File: src/hdl/clp_consts.svh
`ifndef CLP_CONSTS_SVH
`define CLP_CONSTS_SVH
// Timing
`define CLP_CLK_NS      10
`define CLP_TICK_NS     5000000
`define CLP_TW          19
// Hysteresis ratio in percent
`define CLP_HYST_PCT    24'h000061
`define CLP_FULL_PCT    24'h000064
`define CLP_HIST_N      4'hC
// Reset values (timers in 5 ms steps, currents in 0.01 x In)
`define CLP_DEF_START   19'h007D0
`define CLP_DEF_INRUSH  19'h01770
`define CLP_DEF_HOLD    19'h00008
`define CLP_DEF_LOW     16'h0014
`define CLP_DEF_HIGH    16'h0078
`define CLP_DEF_OVER    16'h00C8
`define CLP_DEF_MASK    16'hFFFF
// Register byte addresses
`define CLP_A_EVMASK    8'h00
`define CLP_A_LOW       8'h04
`define CLP_A_HIGH      8'h08
`define CLP_A_OVER      8'h0C
`define CLP_A_START     8'h10
`define CLP_A_INRUSH    8'h14
`define CLP_A_HOLD      8'h18
`define CLP_A_STATUS    8'h1C
`define CLP_A_HSEL      8'h20
`define CLP_A_RTIME     8'h24
`define CLP_A_RID       8'h28
`define CLP_A_RI12      8'h2C
`define CLP_A_RI3       8'h30
`define CLP_A_RTTA      8'h34
`define CLP_A_RACT      8'h38
`define CLP_A_RSTART    8'h3C
`define CLP_A_RRECL     8'h40
// Event identities
`define CLP_EV_ACT      3'h4
`define CLP_EV_BLK      3'h5
`endif

File: src/hdl/clp_pkg.sv
package clp_pkg;
  typedef enum logic [2:0] {
    ST_IDLE, ST_WAIT, ST_ACT, ST_INR, ST_SET, ST_BLK
  } clp_state_t;
  typedef struct packed {
    logic        valid;
    logic [2:0]  id;
    logic        on;
    logic [31:0] stamp;
  } clp_ev_t;
  typedef struct packed {
    logic [31:0] stamp;
    logic [2:0]  id;
    logic [2:0]  group;
    logic [15:0] i1;
    logic [15:0] i2;
    logic [15:0] i3;
    logic [18:0] to_act;
    logic [18:0] act_time;
    logic [18:0] start_time;
    logic [18:0] reclaim;
  } clp_rec_t;
endpackage

File: src/hdl/clp_timing.sv
// Summary of operation
// - Activate after all currents low for delay
// - Inrush time bounded by programmable maximum
// - Stay active at least minimum hold time
// - High current while active starts inrush timer
// - Current between thresholds ends start-up
// - Nonzero hold extends activation past start-up
// - Low ending before delay prevents activation
// - Zero delay activates immediately
// - Overcurrent releases activation at once
// - Inrush lasting to maximum releases activation
// - Between thresholds: release after hold time
// - Inrush during hold: keep until timers done
// - ON and OFF events on every flag change
// - Per-event ON/OFF storage selection
// - Events carry time stamp, identity and ON/OFF
// - Twelve-deep rolling record history
// - Record holds time, identity, currents, timers
// - Comparators drop out at 97 percent
// - Block at pick-up gives blocked output
// - Low needs all phases low, high all high
//
// Strobed register access and the address map were decided locally.
`timescale 1ns/1ps
`include "clp_consts.svh"
module clp_timing
  import clp_pkg::*;
#(
  parameter int TICK_CYC = `CLP_TICK_NS / `CLP_CLK_NS
) (
  // Clock and reset
  input  wire logic        ref_clk,
  input  wire logic        rst,
  // Measurement and control
  input  wire logic [15:0] phase_current [3],
  input  wire logic        block_in,
  input  wire logic [2:0]  setting_group,
  input  wire logic [31:0] time_stamp,
  // Register port
  input  wire logic [7:0]  reg_addr,
  input  wire logic [31:0] reg_wdata,
  input  wire logic        reg_wr,
  input  wire logic        reg_rd,
  output logic      [31:0] reg_rdata,
  // Status outputs
  output logic             cold_load_active,
  output logic             blocked_out,
  output logic             low_start_flag,
  output logic             high_start_flag,
  output logic             load_normal_flag,
  output logic             over_current_flag,
  // Event stream
  output clp_ev_t          event_out
);

  function automatic logic hyst(input logic prev, input logic [15:0] cur,
                                input logic [15:0] thr);
    logic [23:0] c;
    logic [23:0] t;
    c = 24'(cur) * `CLP_FULL_PCT;
    t = 24'(thr) * `CLP_HYST_PCT;
    hyst = prev ? (c >= t) : (cur > thr);
  endfunction

  function automatic logic [18:0] inc_sat(input logic [18:0] v);
    inc_sat = (&v) ? v : v + 19'h00001;
  endfunction

  function automatic logic [3:0] wrap12(input logic [3:0] a,
                                        input logic [3:0] b);
    logic [4:0] s;
    s = {1'b0, a} + {1'b0, `CLP_HIST_N} - {1'b0, b};
    wrap12 = (s >= {1'b0, `CLP_HIST_N}) ? 4'(s - {1'b0, `CLP_HIST_N})
                                         : s[3:0];
  endfunction

  logic [15:0] ev_mask_reg, low_thr_reg, high_thr_reg, over_thr_reg;
  logic [18:0] start_dly_reg, max_inr_reg, min_hold_reg;
  logic [3:0]  hsel_reg, wptr_reg, hcnt_reg;
  logic [31:0] tick_cnt_reg;
  logic        tick_reg;
  logic [2:0]  ph_low_reg, ph_high_reg, ph_over_reg;
  clp_state_t  state_reg, state_next;
  logic [18:0] start_cnt_reg, act_cnt_reg, inr_cnt_reg;
  logic [7:0]  flag_reg, flag_prv_reg;
  logic [7:0]  pend_on_reg, pend_off_reg;
  clp_ev_t     ev_reg;
  logic [31:0] rdata_reg;
  clp_rec_t    hist [12];

  // Register port decode
  wire wr_mask  = reg_wr && reg_addr == `CLP_A_EVMASK;
  wire wr_low   = reg_wr && reg_addr == `CLP_A_LOW;
  wire wr_high  = reg_wr && reg_addr == `CLP_A_HIGH;
  wire wr_over  = reg_wr && reg_addr == `CLP_A_OVER;
  wire wr_start = reg_wr && reg_addr == `CLP_A_START;
  wire wr_inr   = reg_wr && reg_addr == `CLP_A_INRUSH;
  wire wr_hold  = reg_wr && reg_addr == `CLP_A_HOLD;
  wire wr_hsel  = reg_wr && reg_addr == `CLP_A_HSEL;

  always_ff @(posedge ref_clk or posedge rst) begin
    if (rst) begin
      ev_mask_reg   <= `CLP_DEF_MASK;
      low_thr_reg   <= `CLP_DEF_LOW;
      high_thr_reg  <= `CLP_DEF_HIGH;
      over_thr_reg  <= `CLP_DEF_OVER;
      start_dly_reg <= `CLP_DEF_START;
      max_inr_reg   <= `CLP_DEF_INRUSH;
      min_hold_reg  <= `CLP_DEF_HOLD;
      hsel_reg      <= 4'h0;
    end else begin
      if (wr_mask)  ev_mask_reg   <= reg_wdata[15:0];
      if (wr_low)   low_thr_reg   <= reg_wdata[15:0];
      if (wr_high)  high_thr_reg  <= reg_wdata[15:0];
      if (wr_over)  over_thr_reg  <= reg_wdata[15:0];
      if (wr_start) start_dly_reg <= reg_wdata[18:0];
      if (wr_inr)   max_inr_reg   <= reg_wdata[18:0];
      if (wr_hold)  min_hold_reg  <= reg_wdata[18:0];
      if (wr_hsel)  hsel_reg      <= reg_wdata[3:0];
    end
  end

  // Periodic 5 ms tick
  wire tick_wrap = tick_cnt_reg == 32'(TICK_CYC - 1);
  always_ff @(posedge ref_clk or posedge rst) begin
    if (rst) begin
      tick_cnt_reg <= 32'h0;
      tick_reg     <= 1'b0;
    end else begin
      tick_cnt_reg <= tick_wrap ? 32'h0 : tick_cnt_reg + 32'h1;
      tick_reg     <= tick_wrap;
    end
  end

  // Per-phase comparators with dropout hysteresis
  logic [2:0] ph_low_next, ph_high_next, ph_over_next;
  always_comb begin
    for (int i = 0; i < 3; i++) begin
      ph_low_next[i]  = hyst(ph_low_reg[i], phase_current[i], low_thr_reg);
      ph_high_next[i] = hyst(ph_high_reg[i], phase_current[i], high_thr_reg);
      ph_over_next[i] = hyst(ph_over_reg[i], phase_current[i], over_thr_reg);
    end
  end
  always_ff @(posedge ref_clk or posedge rst) begin
    if (rst) begin
      ph_low_reg  <= 3'h0;
      ph_high_reg <= 3'h0;
      ph_over_reg <= 3'h0;
    end else begin
      ph_low_reg  <= ph_low_next;
      ph_high_reg <= ph_high_next;
      ph_over_reg <= ph_over_next;
    end
  end

  wire low_cond  = ~|ph_low_reg;
  wire high_cond = &ph_high_reg;
  wire over_cond = |ph_over_reg;
  wire norm_cond = !low_cond && !high_cond;
  wire hold_done = act_cnt_reg >= min_hold_reg;
  wire inr_done  = inr_cnt_reg >= max_inr_reg;
  wire wait_done = tick_reg && inc_sat(start_cnt_reg) >= start_dly_reg;
  wire act_st    = state_reg == ST_ACT || state_reg == ST_INR
                   || state_reg == ST_SET;
  clp_state_t  pick_st;
  assign pick_st = block_in ? ST_BLK : ST_ACT;

  always_comb begin
    state_next = state_reg;
    case (state_reg)
      ST_IDLE:
        if (low_cond)
          state_next = (start_dly_reg == 19'h0) ? pick_st : ST_WAIT;
      ST_WAIT:
        if (!low_cond) state_next = ST_IDLE;
        else if (wait_done) state_next = pick_st;
      ST_ACT:
        if (over_cond) state_next = ST_IDLE;
        else if (high_cond) state_next = ST_INR;
        else if ((!low_cond || block_in) && hold_done)
          state_next = ST_IDLE;
      ST_INR:
        if (over_cond || inr_done) state_next = ST_IDLE;
        else if (!high_cond) state_next = ST_SET;
      ST_SET:
        if (over_cond) state_next = ST_IDLE;
        else if (high_cond) state_next = ST_INR;
        else if (hold_done) state_next = ST_IDLE;
      ST_BLK:
        if (!block_in) state_next = ST_IDLE;
      default:
        state_next = ST_IDLE;
    endcase
  end

  // Timers counted in ticks
  wire keep_inr = state_reg == ST_INR || state_reg == ST_SET;
  always_ff @(posedge ref_clk or posedge rst) begin
    if (rst) begin
      state_reg     <= ST_IDLE;
      start_cnt_reg <= 19'h0;
      act_cnt_reg   <= 19'h0;
      inr_cnt_reg   <= 19'h0;
    end else begin
      state_reg <= state_next;
      if (state_reg != ST_WAIT) start_cnt_reg <= 19'h0;
      else if (tick_reg) start_cnt_reg <= inc_sat(start_cnt_reg);
      if (!act_st) act_cnt_reg <= 19'h0;
      else if (tick_reg) act_cnt_reg <= inc_sat(act_cnt_reg);
      if (!keep_inr) inr_cnt_reg <= 19'h0;
      else if (tick_reg && state_reg == ST_INR)
        inr_cnt_reg <= inc_sat(inr_cnt_reg);
    end
  end

  // Flags: low, high, normal, over, active, blocked, any low, any high
  wire [7:0] flag_next = {|ph_high_reg, ~&ph_low_reg,
                          state_next == ST_BLK,
                          state_next == ST_ACT || state_next == ST_INR
                          || state_next == ST_SET,
                          over_cond, norm_cond, high_cond, low_cond};
  wire [7:0] rise = flag_reg & ~flag_prv_reg;
  wire [7:0] fall = ~flag_reg & flag_prv_reg;
  wire [15:0] pend = {pend_off_reg, pend_on_reg};
  logic [3:0] pick;
  always_comb begin
    pick = 4'h0;
    for (int i = 15; i >= 0; i--)
      if (pend[i]) pick = 4'(i);
  end
  wire        ev_fire = |pend;
  wire [7:0]  clr_on  = (ev_fire && !pick[3]) ? 8'(1 << pick[2:0]) : 8'h0;
  wire [7:0]  clr_off = (ev_fire && pick[3]) ? 8'(1 << pick[2:0]) : 8'h0;
  wire        rec_wr  = ev_fire && !pick[3] && (pick[2:0] == `CLP_EV_ACT
                        || pick[2:0] == `CLP_EV_BLK);

  always_ff @(posedge ref_clk or posedge rst) begin
    if (rst) begin
      flag_reg     <= 8'h0;
      flag_prv_reg <= 8'h0;
      pend_on_reg  <= 8'h0;
      pend_off_reg <= 8'h0;
      ev_reg       <= '0;
    end else begin
      flag_reg     <= flag_next;
      flag_prv_reg <= flag_reg;
      pend_on_reg  <= (pend_on_reg & ~clr_on)
                      | (rise & ev_mask_reg[7:0]);
      pend_off_reg <= (pend_off_reg & ~clr_off)
                      | (fall & ev_mask_reg[15:8]);
      ev_reg       <= '{valid: ev_fire, id: pick[2:0], on: !pick[3],
                        stamp: time_stamp};
    end
  end

  // Rolling history of ON records
  always_ff @(posedge ref_clk or posedge rst) begin
    if (rst) begin
      wptr_reg <= 4'h0;
      hcnt_reg <= 4'h0;
    end else if (rec_wr) begin
      wptr_reg <= wrap12(wptr_reg, 4'hB);
      if (hcnt_reg != `CLP_HIST_N) hcnt_reg <= hcnt_reg + 4'h1;
    end
  end
  always_ff @(posedge ref_clk) begin
    if (rec_wr)
      hist[wptr_reg] <= '{stamp: time_stamp, id: pick[2:0],
        group: setting_group, i1: phase_current[0],
        i2: phase_current[1], i3: phase_current[2],
        to_act: start_dly_reg - start_cnt_reg, act_time: act_cnt_reg,
        start_time: inr_cnt_reg, reclaim: act_cnt_reg};
  end

  // Read mux
  clp_rec_t rec;
  assign rec = hist[wrap12(wrap12(wptr_reg, 4'h1), hsel_reg)];
  logic [31:0] rd_val;
  always_comb begin
    case (reg_addr)
      `CLP_A_EVMASK: rd_val = {16'h0, ev_mask_reg};
      `CLP_A_LOW:    rd_val = {16'h0, low_thr_reg};
      `CLP_A_HIGH:   rd_val = {16'h0, high_thr_reg};
      `CLP_A_OVER:   rd_val = {16'h0, over_thr_reg};
      `CLP_A_START:  rd_val = {13'h0, start_dly_reg};
      `CLP_A_INRUSH: rd_val = {13'h0, max_inr_reg};
      `CLP_A_HOLD:   rd_val = {13'h0, min_hold_reg};
      `CLP_A_STATUS: rd_val = {17'h0, hcnt_reg, 3'(state_reg), flag_reg};
      `CLP_A_HSEL:   rd_val = {28'h0, hsel_reg};
      `CLP_A_RTIME:  rd_val = rec.stamp;
      `CLP_A_RID:    rd_val = {26'h0, rec.group, rec.id};
      `CLP_A_RI12:   rd_val = {rec.i2, rec.i1};
      `CLP_A_RI3:    rd_val = {16'h0, rec.i3};
      `CLP_A_RTTA:   rd_val = {13'h0, rec.to_act};
      `CLP_A_RACT:   rd_val = {13'h0, rec.act_time};
      `CLP_A_RSTART: rd_val = {13'h0, rec.start_time};
      `CLP_A_RRECL:  rd_val = {13'h0, rec.reclaim};
      default:       rd_val = 32'h0;
    endcase
  end
  always_ff @(posedge ref_clk or posedge rst) begin
    if (rst) rdata_reg <= 32'h0;
    else rdata_reg <= reg_rd ? rd_val : 32'h0;
  end

  assign reg_rdata         = rdata_reg;
  assign low_start_flag    = flag_reg[0];
  assign high_start_flag   = flag_reg[1];
  assign load_normal_flag  = flag_reg[2];
  assign over_current_flag = flag_reg[3];
  assign cold_load_active  = flag_reg[4];
  assign blocked_out       = flag_reg[5];
  assign event_out         = ev_reg;
endmodule // clp_timing

File: config.mk
export PLATFORM = sky130hd
export DESIGN_NAME = clp_timing
export DESIGN_NICKNAME = d
export VERILOG_FILES = /design/src/hdl/clp_pkg.sv /design/src/hdl/clp_timing.sv
export VERILOG_INCLUDE_DIRS = /design/src /design/src/hdl
export SDC_FILE = /design/constraint.sdc
export NUM_CORES = 2
export LEC_CHECK = 0
export CORE_UTILIZATION = 64
export CTS_CLUSTER_SIZE = 28
export DETAILED_ROUTE_END_ITERATION = 12
export DONT_BUFFER_PORTS = 1
export GPL_TIMING_DRIVEN = 1
export HOLD_SLACK_MARGIN = 0.08
export PLACE_DENSITY = 0.8
export SETUP_SLACK_MARGIN = 0.5
export SLEW_MARGIN = 15
export SYNTH_ARGS = -nofsm -noshare
export SYNTH_HDL_FRONTEND = slang
export SYNTH_SLANG_ARGS = --single-unit
File: constraint.sdc
create_clock -name ref_clk -period 13.31 [get_ports ref_clk]
set_input_delay 1.9965 -clock ref_clk [delete_from_list [all_inputs] [get_ports ref_clk]]
set_output_delay 1.9965 -clock ref_clk [all_outputs]
set_load 0.005 [all_outputs]
; Word level (Yosys, flattened, before mapping)
; Memory sizes are Yosys's and may differ from the RTL's.
; Index checks and enable logic that the tools add are counted.
[totals]
out_inout_bits = 75
reg_bits = 336
word_cells = 222
inputBits = 128
ram_bits = 1944
mem_count = 1
[op_classes]
n_lt_le_gt_ge = 24
muxes = 59
n_addsub = 14
bitwise = 12
multipliers = 6
eq_ne = 34
n_reduce_logical = 43
shift = 1
[mem_list]
columns = memory, depth, width, rd, rd_clocked_by_memory_dff, wr, line
row1 = hist, 12, 162, 1, 0, 1, clp_timing.sv:89  ; clp_rec_t hist [12];
[ops]
columns = cell, count
row1 = 32-bit one-hot mux with 17 select lines, 1
row2 = 23-bit greater-or-equal comparator, 9
row3 = 19-bit two-way mux, 9
row4 = 16-bit > comparator, 9
row5 = 4-bit two-way mux, 19
row6 = 16-bit by 7-bit multiplier with 23-bit output (second input constant), 3
row7 = 8-bit by 6-bit equality test with 1-bit output (second input constant), 8
row8 = 32-bit two-way mux, 2
row9 = 16-bit by 5-bit multiplier with 21-bit output (second input constant), 3
row10 = 19-bit by 1-bit adder with 19-bit output (second input constant), 3
row11 = 19-bit greater-or-equal comparator, 3
row12 = 19-bit AND reduction, 3
row13 = 8-bit bitwise AND, 6
row14 = 3-bit two-way mux, 14
row15 = 32-bit by 1-bit adder with 32-bit output (second input constant), 1
row16 = 32-bit by 19-bit equality test with 1-bit output (second input constant), 1
row17 = 8-bit by 5-bit equality test with 1-bit output (second input constant), 4
row18 = 8-bit inverter, 4
row19 = 19-bit zero test, 1
row20 = 19-bit subtractor, 1
row21 = 3-bit equality test (second input constant), 6
row22 = 3-bit one-hot mux with 6 select lines, 1
row23 = 8-bit by 4-bit equality test with 1-bit output (second input constant), 2
row24 = 8-bit two-way mux, 2
row25 = 28 further kinds, 78

; Longest topological paths before layout
[depth]
ltp_word = 22
ltp_mapped = 23
mapped_depth_nobuf = 23

; Worst setup path before layout
; No wires, ideal clock.
[synth_timing]
path_type = input to register
start = in phase_current[18] (netlist bit)
end = reg ph_low_reg[1]
t_arrival_ns = 6.057
path_stages = 19
setup_time_ns = 0.135
slack_ns = 7.118
path_buffers = 0
path_cell_list = ha_1 ha_1 inv_1 fa_1 inv_1 ha_1 nor2b_1 o31ai_1 a21oi_1 a41o_1 o41a_1 a311o_1 a21oi_2 xnor2_1 ha_1 o21ai_0 nand3b_1 a2111oi_0 nor4_1
[synth_between]
elab_chain_cells = 3
[synth_lines]
columns = element, line
row1 = start: declaration, clp_timing.sv:35  ; input wire logic [15:0] phase_current [3],
row2 = 16-bit by 5-bit multiplier with 21-bit output (no source line), --
row3 = 23-bit greater-or-equal comparator, clp_timing.sv:62  ; hyst = prev ? (c >= t) : (cur > thr);
row4 = 1-bit two-way mux (*), clp_timing.sv:62
row5 = via ph_low_next[1], clp_timing.sv:136  ; logic [2:0] ph_low_next, ph_high_next, ph_over_next;
row6 = end signal: assignment, clp_timing.sv:150  ; ph_low_reg <= ph_low_next;
row7 = end: declaration, clp_timing.sv:82  ; logic [2:0] ph_low_reg, ph_high_reg, ph_over_reg;
; Mark *: on every way through the listed nets, which the timed path passes. The rest lies on a longest branch.
; A chain may end at the register's enable or synchronous reset.

; Worst setup path after layout
[layout_timing]
start = reg wptr_reg[2]
end = reg rdata_reg[11], in the netlist reg_rdata[11]
[layout_between]
elab_chain_cells = 11
[layout_lines]
columns = element, line
row1 = start: declaration, clp_timing.sv:79  ; logic [3:0] hsel_reg, wptr_reg, hcnt_reg;
row2 = start signal: assignment, clp_timing.sv:262  ; wptr_reg <= wrap12(wptr_reg, 4'hB);
row3 = 4-bit by 4-bit adder with 5-bit output (*), clp_timing.sv:72  ; s = {1'b0, a} + {1'b0, `CLP_HIST_N} - {1'b0, b};
row4 = 5-bit by 1-bit subtractor with 5-bit output (*), clp_timing.sv:72
row5 = 4-bit subtractor or 5-bit by 4-bit greater-or-equal comparator with 1-bit output (tied branches), clp_timing.sv:73  ; wrap12 = (s >= {1'b0, `CLP_HIST_N}) ? 4'(s - {1'b0, `CLP_HIST_N})
row6 = 4-bit two-way mux (*), clp_timing.sv:73
row7 = 4-bit by 4-bit adder with 5-bit output (*), clp_timing.sv:72
row8 = 5-bit by 4-bit subtractor with 5-bit output (*), clp_timing.sv:72
row9 = 4-bit subtractor or 5-bit by 4-bit greater-or-equal comparator with 1-bit output (tied branches), clp_timing.sv:73
row10 = 4-bit two-way mux (*), clp_timing.sv:73
row11 = memory read 12 x 162 bit (*), --
row12 = 32-bit one-hot mux with 17 select lines (*), clp_timing.sv:280  ; case (reg_addr)
row13 = 32-bit two-way mux (*), clp_timing.sv:303  ; else rdata_reg <= reg_rd ? rd_val : 32'h0;
row14 = end signal: assignment, clp_timing.sv:303
row15 = end: declaration, clp_timing.sv:88  ; logic [31:0] rdata_reg;
; Mark *: on every way between the ends. The rest lies on a longest branch, timed or not.

==> impl_metrics.yaml <==
drt:
  route.detailed.drc: 0
  via_per_inst: 7.10
  m1WireLength_um: 103000
  dr_wl_met2_um: 134000
  drt_pass1_iterations: 8
  ant_nets: 0
  dr.max_layer_used: "met5"
  wl_um: 296000
  num_vias: 60900
  drt-wirelength-per-cell_um: 34.5
  met3_length_um: 39600
  drtIter0Drc: 8656
cts:
  numCtsBuffers: 192
  clock-sinks: 2052
  cts_tree: "done"
  clockBufferDepth: 3
  htreeDepth: 4
  path_clk_slew_ns: 0.07
  cts-root-buf: "clkbuf_16"
  clock_latency_ns: 0.85
  post_cts_buffers: 0
  cts-resized-gates: 0
  cts_hold_buf: 0
timing:
  max_slew_margin: 0.172
  finalSetupViolations: 0
  tns_ns: 0
  fmax_mhz: 143
  hold_slack_ns: 0.443
  min_period_ns: 7.01
  post-route-period-util: 0.526
  rsz0062_at_grt: "false"
  report.final.slew_viol_count: 0
  fin_skew_ns: 0.0380
  setup_ws_ns: 6.30
  max_slew.worst_pin.slew_ns: 1.22
  final-hold-violation-count: 0
yosys:
  ys_seq_area_frac: 0.609
  syn_inst: 6306
  yosys-top-cells-count: "edfxtp_1 (1716), ha_1 (806), inv_1 (455), mux4_2 (429), dfrtp_1 (297)"
  ys_top_cells_by_area: "edfxtp_1 (52%), ha_1 (10%), mux4_2 (9.8%)"
  synth_warnings: 0
  ys.flop_type: "edfxtp_1"
  synthArstFlopShare: 0.164
  synth_top_area_share: 0.523
  synth-seq-cells: 2052
  ys_types: 85
  synth_nets: 7299
  synth_area_mm2: 0.0985
  synth-edff-count: 1716
  postSynthAreaPerCell_um2: 15.6
  yosysMostFrequentCell: "edfxtp_1"
  synth_top_area_cell: "edfxtp_1"
floorplanning:
  dieArea_mm2: 0.156
  core_region_area_mm2: 0.152
  die_h_um: 394
  die_x_um: 394
  ios: 203
  start_util: 0.646
  row_count: 143
finish:
  fillCellCount: 9219
  final_core_util: 0.704
  drive_gt1_frac: 0.159
  final_net_count: 7370
  area_delta_synth_final_pct: 8.99
  regMostFlops: "hist"
  regArea_mm2: 0.0600
  largest_reg_flops: 1716
  multi_input_area_mm2: 0.0361
worst_hold_path:
  min_delay_path_depth: 1
  hold_path.class: "register to register"
global_routing:
  gr-usage-all-layers: 0.383
  antenna_found_initial: 18
  grt_pass1_wl_um: 426000
  gr-total-overflow: 0
  grt_pass1_vias: 61100
  grt_max_degree: 192
power:
  p_clk_frac: 0.284
  sw_frac_of_total: 0.362
  internal_power_w: 0.0127
  seq_power_share: 0.364
  power_frac_comb: 0.351
  power_leakage_nw: 40.5
  ir_worst_vdd_uv: 809
  switchingPower_w: 0.00720
  p_total_w: 0.0199
  power.density_mw_per_mm2: 185
setup_path:
  slowest_stage: "a211oi_1"
  critPathLaunch: "wptr_reg[2]"
  rr_endpoint: "reg_rdata[11]"
  cpPeakStageDelay_ns: 0.88
  worstSetupEndpointType: "register"
  crit_path_start_kind: "register"
  critical_path_class: "register to register"
  r2r_start: "wptr_reg[2]"
  cp.depth: 21
  path_max_fanout: 39
  crit_buf_inv: 4
  cp.required_ns: 13.93
  endpoint: "reg_rdata[11]"
  critPathTopFamily: "compound AO/OA/AOI/OAI gates"
  regToRegSetupSlack_ns: 6.30
  cp.arrival_ns: 7.63
  path_cells: "inv_1 -> ha_1 -> xor2_1 -> a22oi_1 -> nand2_1 -> o21ai_0 -> o211ai_1 -> xnor2_1 -> ha_1 -> inv_1 -> fa_1 -> xnor2_1 -> inv_1 -> ha_1 -> and3b_1 -> nor2_1 -> o21ba_2 -> buf_4 -> and3_1 -> a211oi_1 -> a211oi_1"
  ff2ff_path_depth: 21
placed_design:
  io_buffers: 0
  gp_congestion: 0.965
  dpl_worst_slack_ns: 6.00
  hpwl_um: 176000
job:
  maxCapViolations: 0
status:
  status: "finished, final reports clean"
cells by family after synthesis:
| logic type | Yosys count | synth area share |
|---|---|---|
| compound gates | 980 | 0.0676 |
| xor+xnor | 192 | 0.0171 |
| fa+ha+maj | 865 | 0.114 |
| buf+inv | 651 | 0.0265 |
| flops | 2052 | 0.609 |
| mux | 574 | 0.115 |
| simple gates | 992 | 0.0512 |
power groups by stage:
stage / sequential [W] / clock, W / combinational (W)
finish: 0.00726 / 0.00566 / 0.00700
global route: 0.00726 / 0.00587 / 0.00726
CTS: 0.00725 / 0.00566 / 0.00679
detailed placement: 0.00739 / 0 / 0.00658
global placement: 0.00738 / 0 / 0.00644
floorplan: 0.00732 / 0 / 0.00425
worst register-to-register path: cells and delay by family (launching register included):
kind,cells,cell delay [ns]
AO/OA/AOI/OAI,6,1.64
XOR/XNOR,3,1.08
adder cells (fa/ha/maj),4,1.32
buffers and inverters,4,1.04
flip-flops,1,0.58
AND/OR/NAND/NOR,4,1.14
through the flow:
step,cells,cell area (um2)
floorplan,6306,98500
global placement,8211,101000
detailed placement,8211,101000
CTS,8569,107000
global route,8571,107000
finish,8574,107000
routing by layer:
layer,up-vias,track usage
met3,956,0.122
met5,-,0
met4,12,0.211
li1,24900,-
met2,4481,0.584
met1,30600,0.491
layout by cell type (no fill, tap or decap), types with 133 or more instances in the layout:
cell type,synthesis,routed
edfxtp_1,1716,1716
ha_1,806,804
inv_1,455,454
mux4_2,429,429
dfrtp_1,297,297
a21oi_1,243,242
nand2_1,235,235
clkbuf_16,0,197
nor2_1,185,184
a22oi_1,147,147
o21ai_0,137,136
mux2_2,133,133
worst min path at each step:
stage / start / end / slack [ns]
floorplan: flag_reg[6] / flag_prv_reg[6] / 0.39
global placement: flag_prv_reg[0] / pend_on_reg[0] / 0.42
detailed placement: flag_prv_reg[0] / pend_on_reg[0] / 0.43
CTS: flag_prv_reg[0] / pend_on_reg[0] / 0.44
global route: flag_prv_reg[0] / pend_on_reg[0] / 0.46
finish: flag_prv_reg[0] / pend_on_reg[0] / 0.44
area by class of cell:
class | count | share of cell area
Antenna cell | 3 | 0.0000699
Clock buffer | 247 | 0.0490
Clock inverter | 111 | 0.0102
Inverter | 456 | 0.0160
Multi-Input combinational cell | 3603 | 0.336
Sequential cell | 2052 | 0.559
Tap cell | 2030 | 0.0237
Timing Repair Buffer | 72 | 0.00601
No activity file was read; power rests on OpenSTA's default activity.
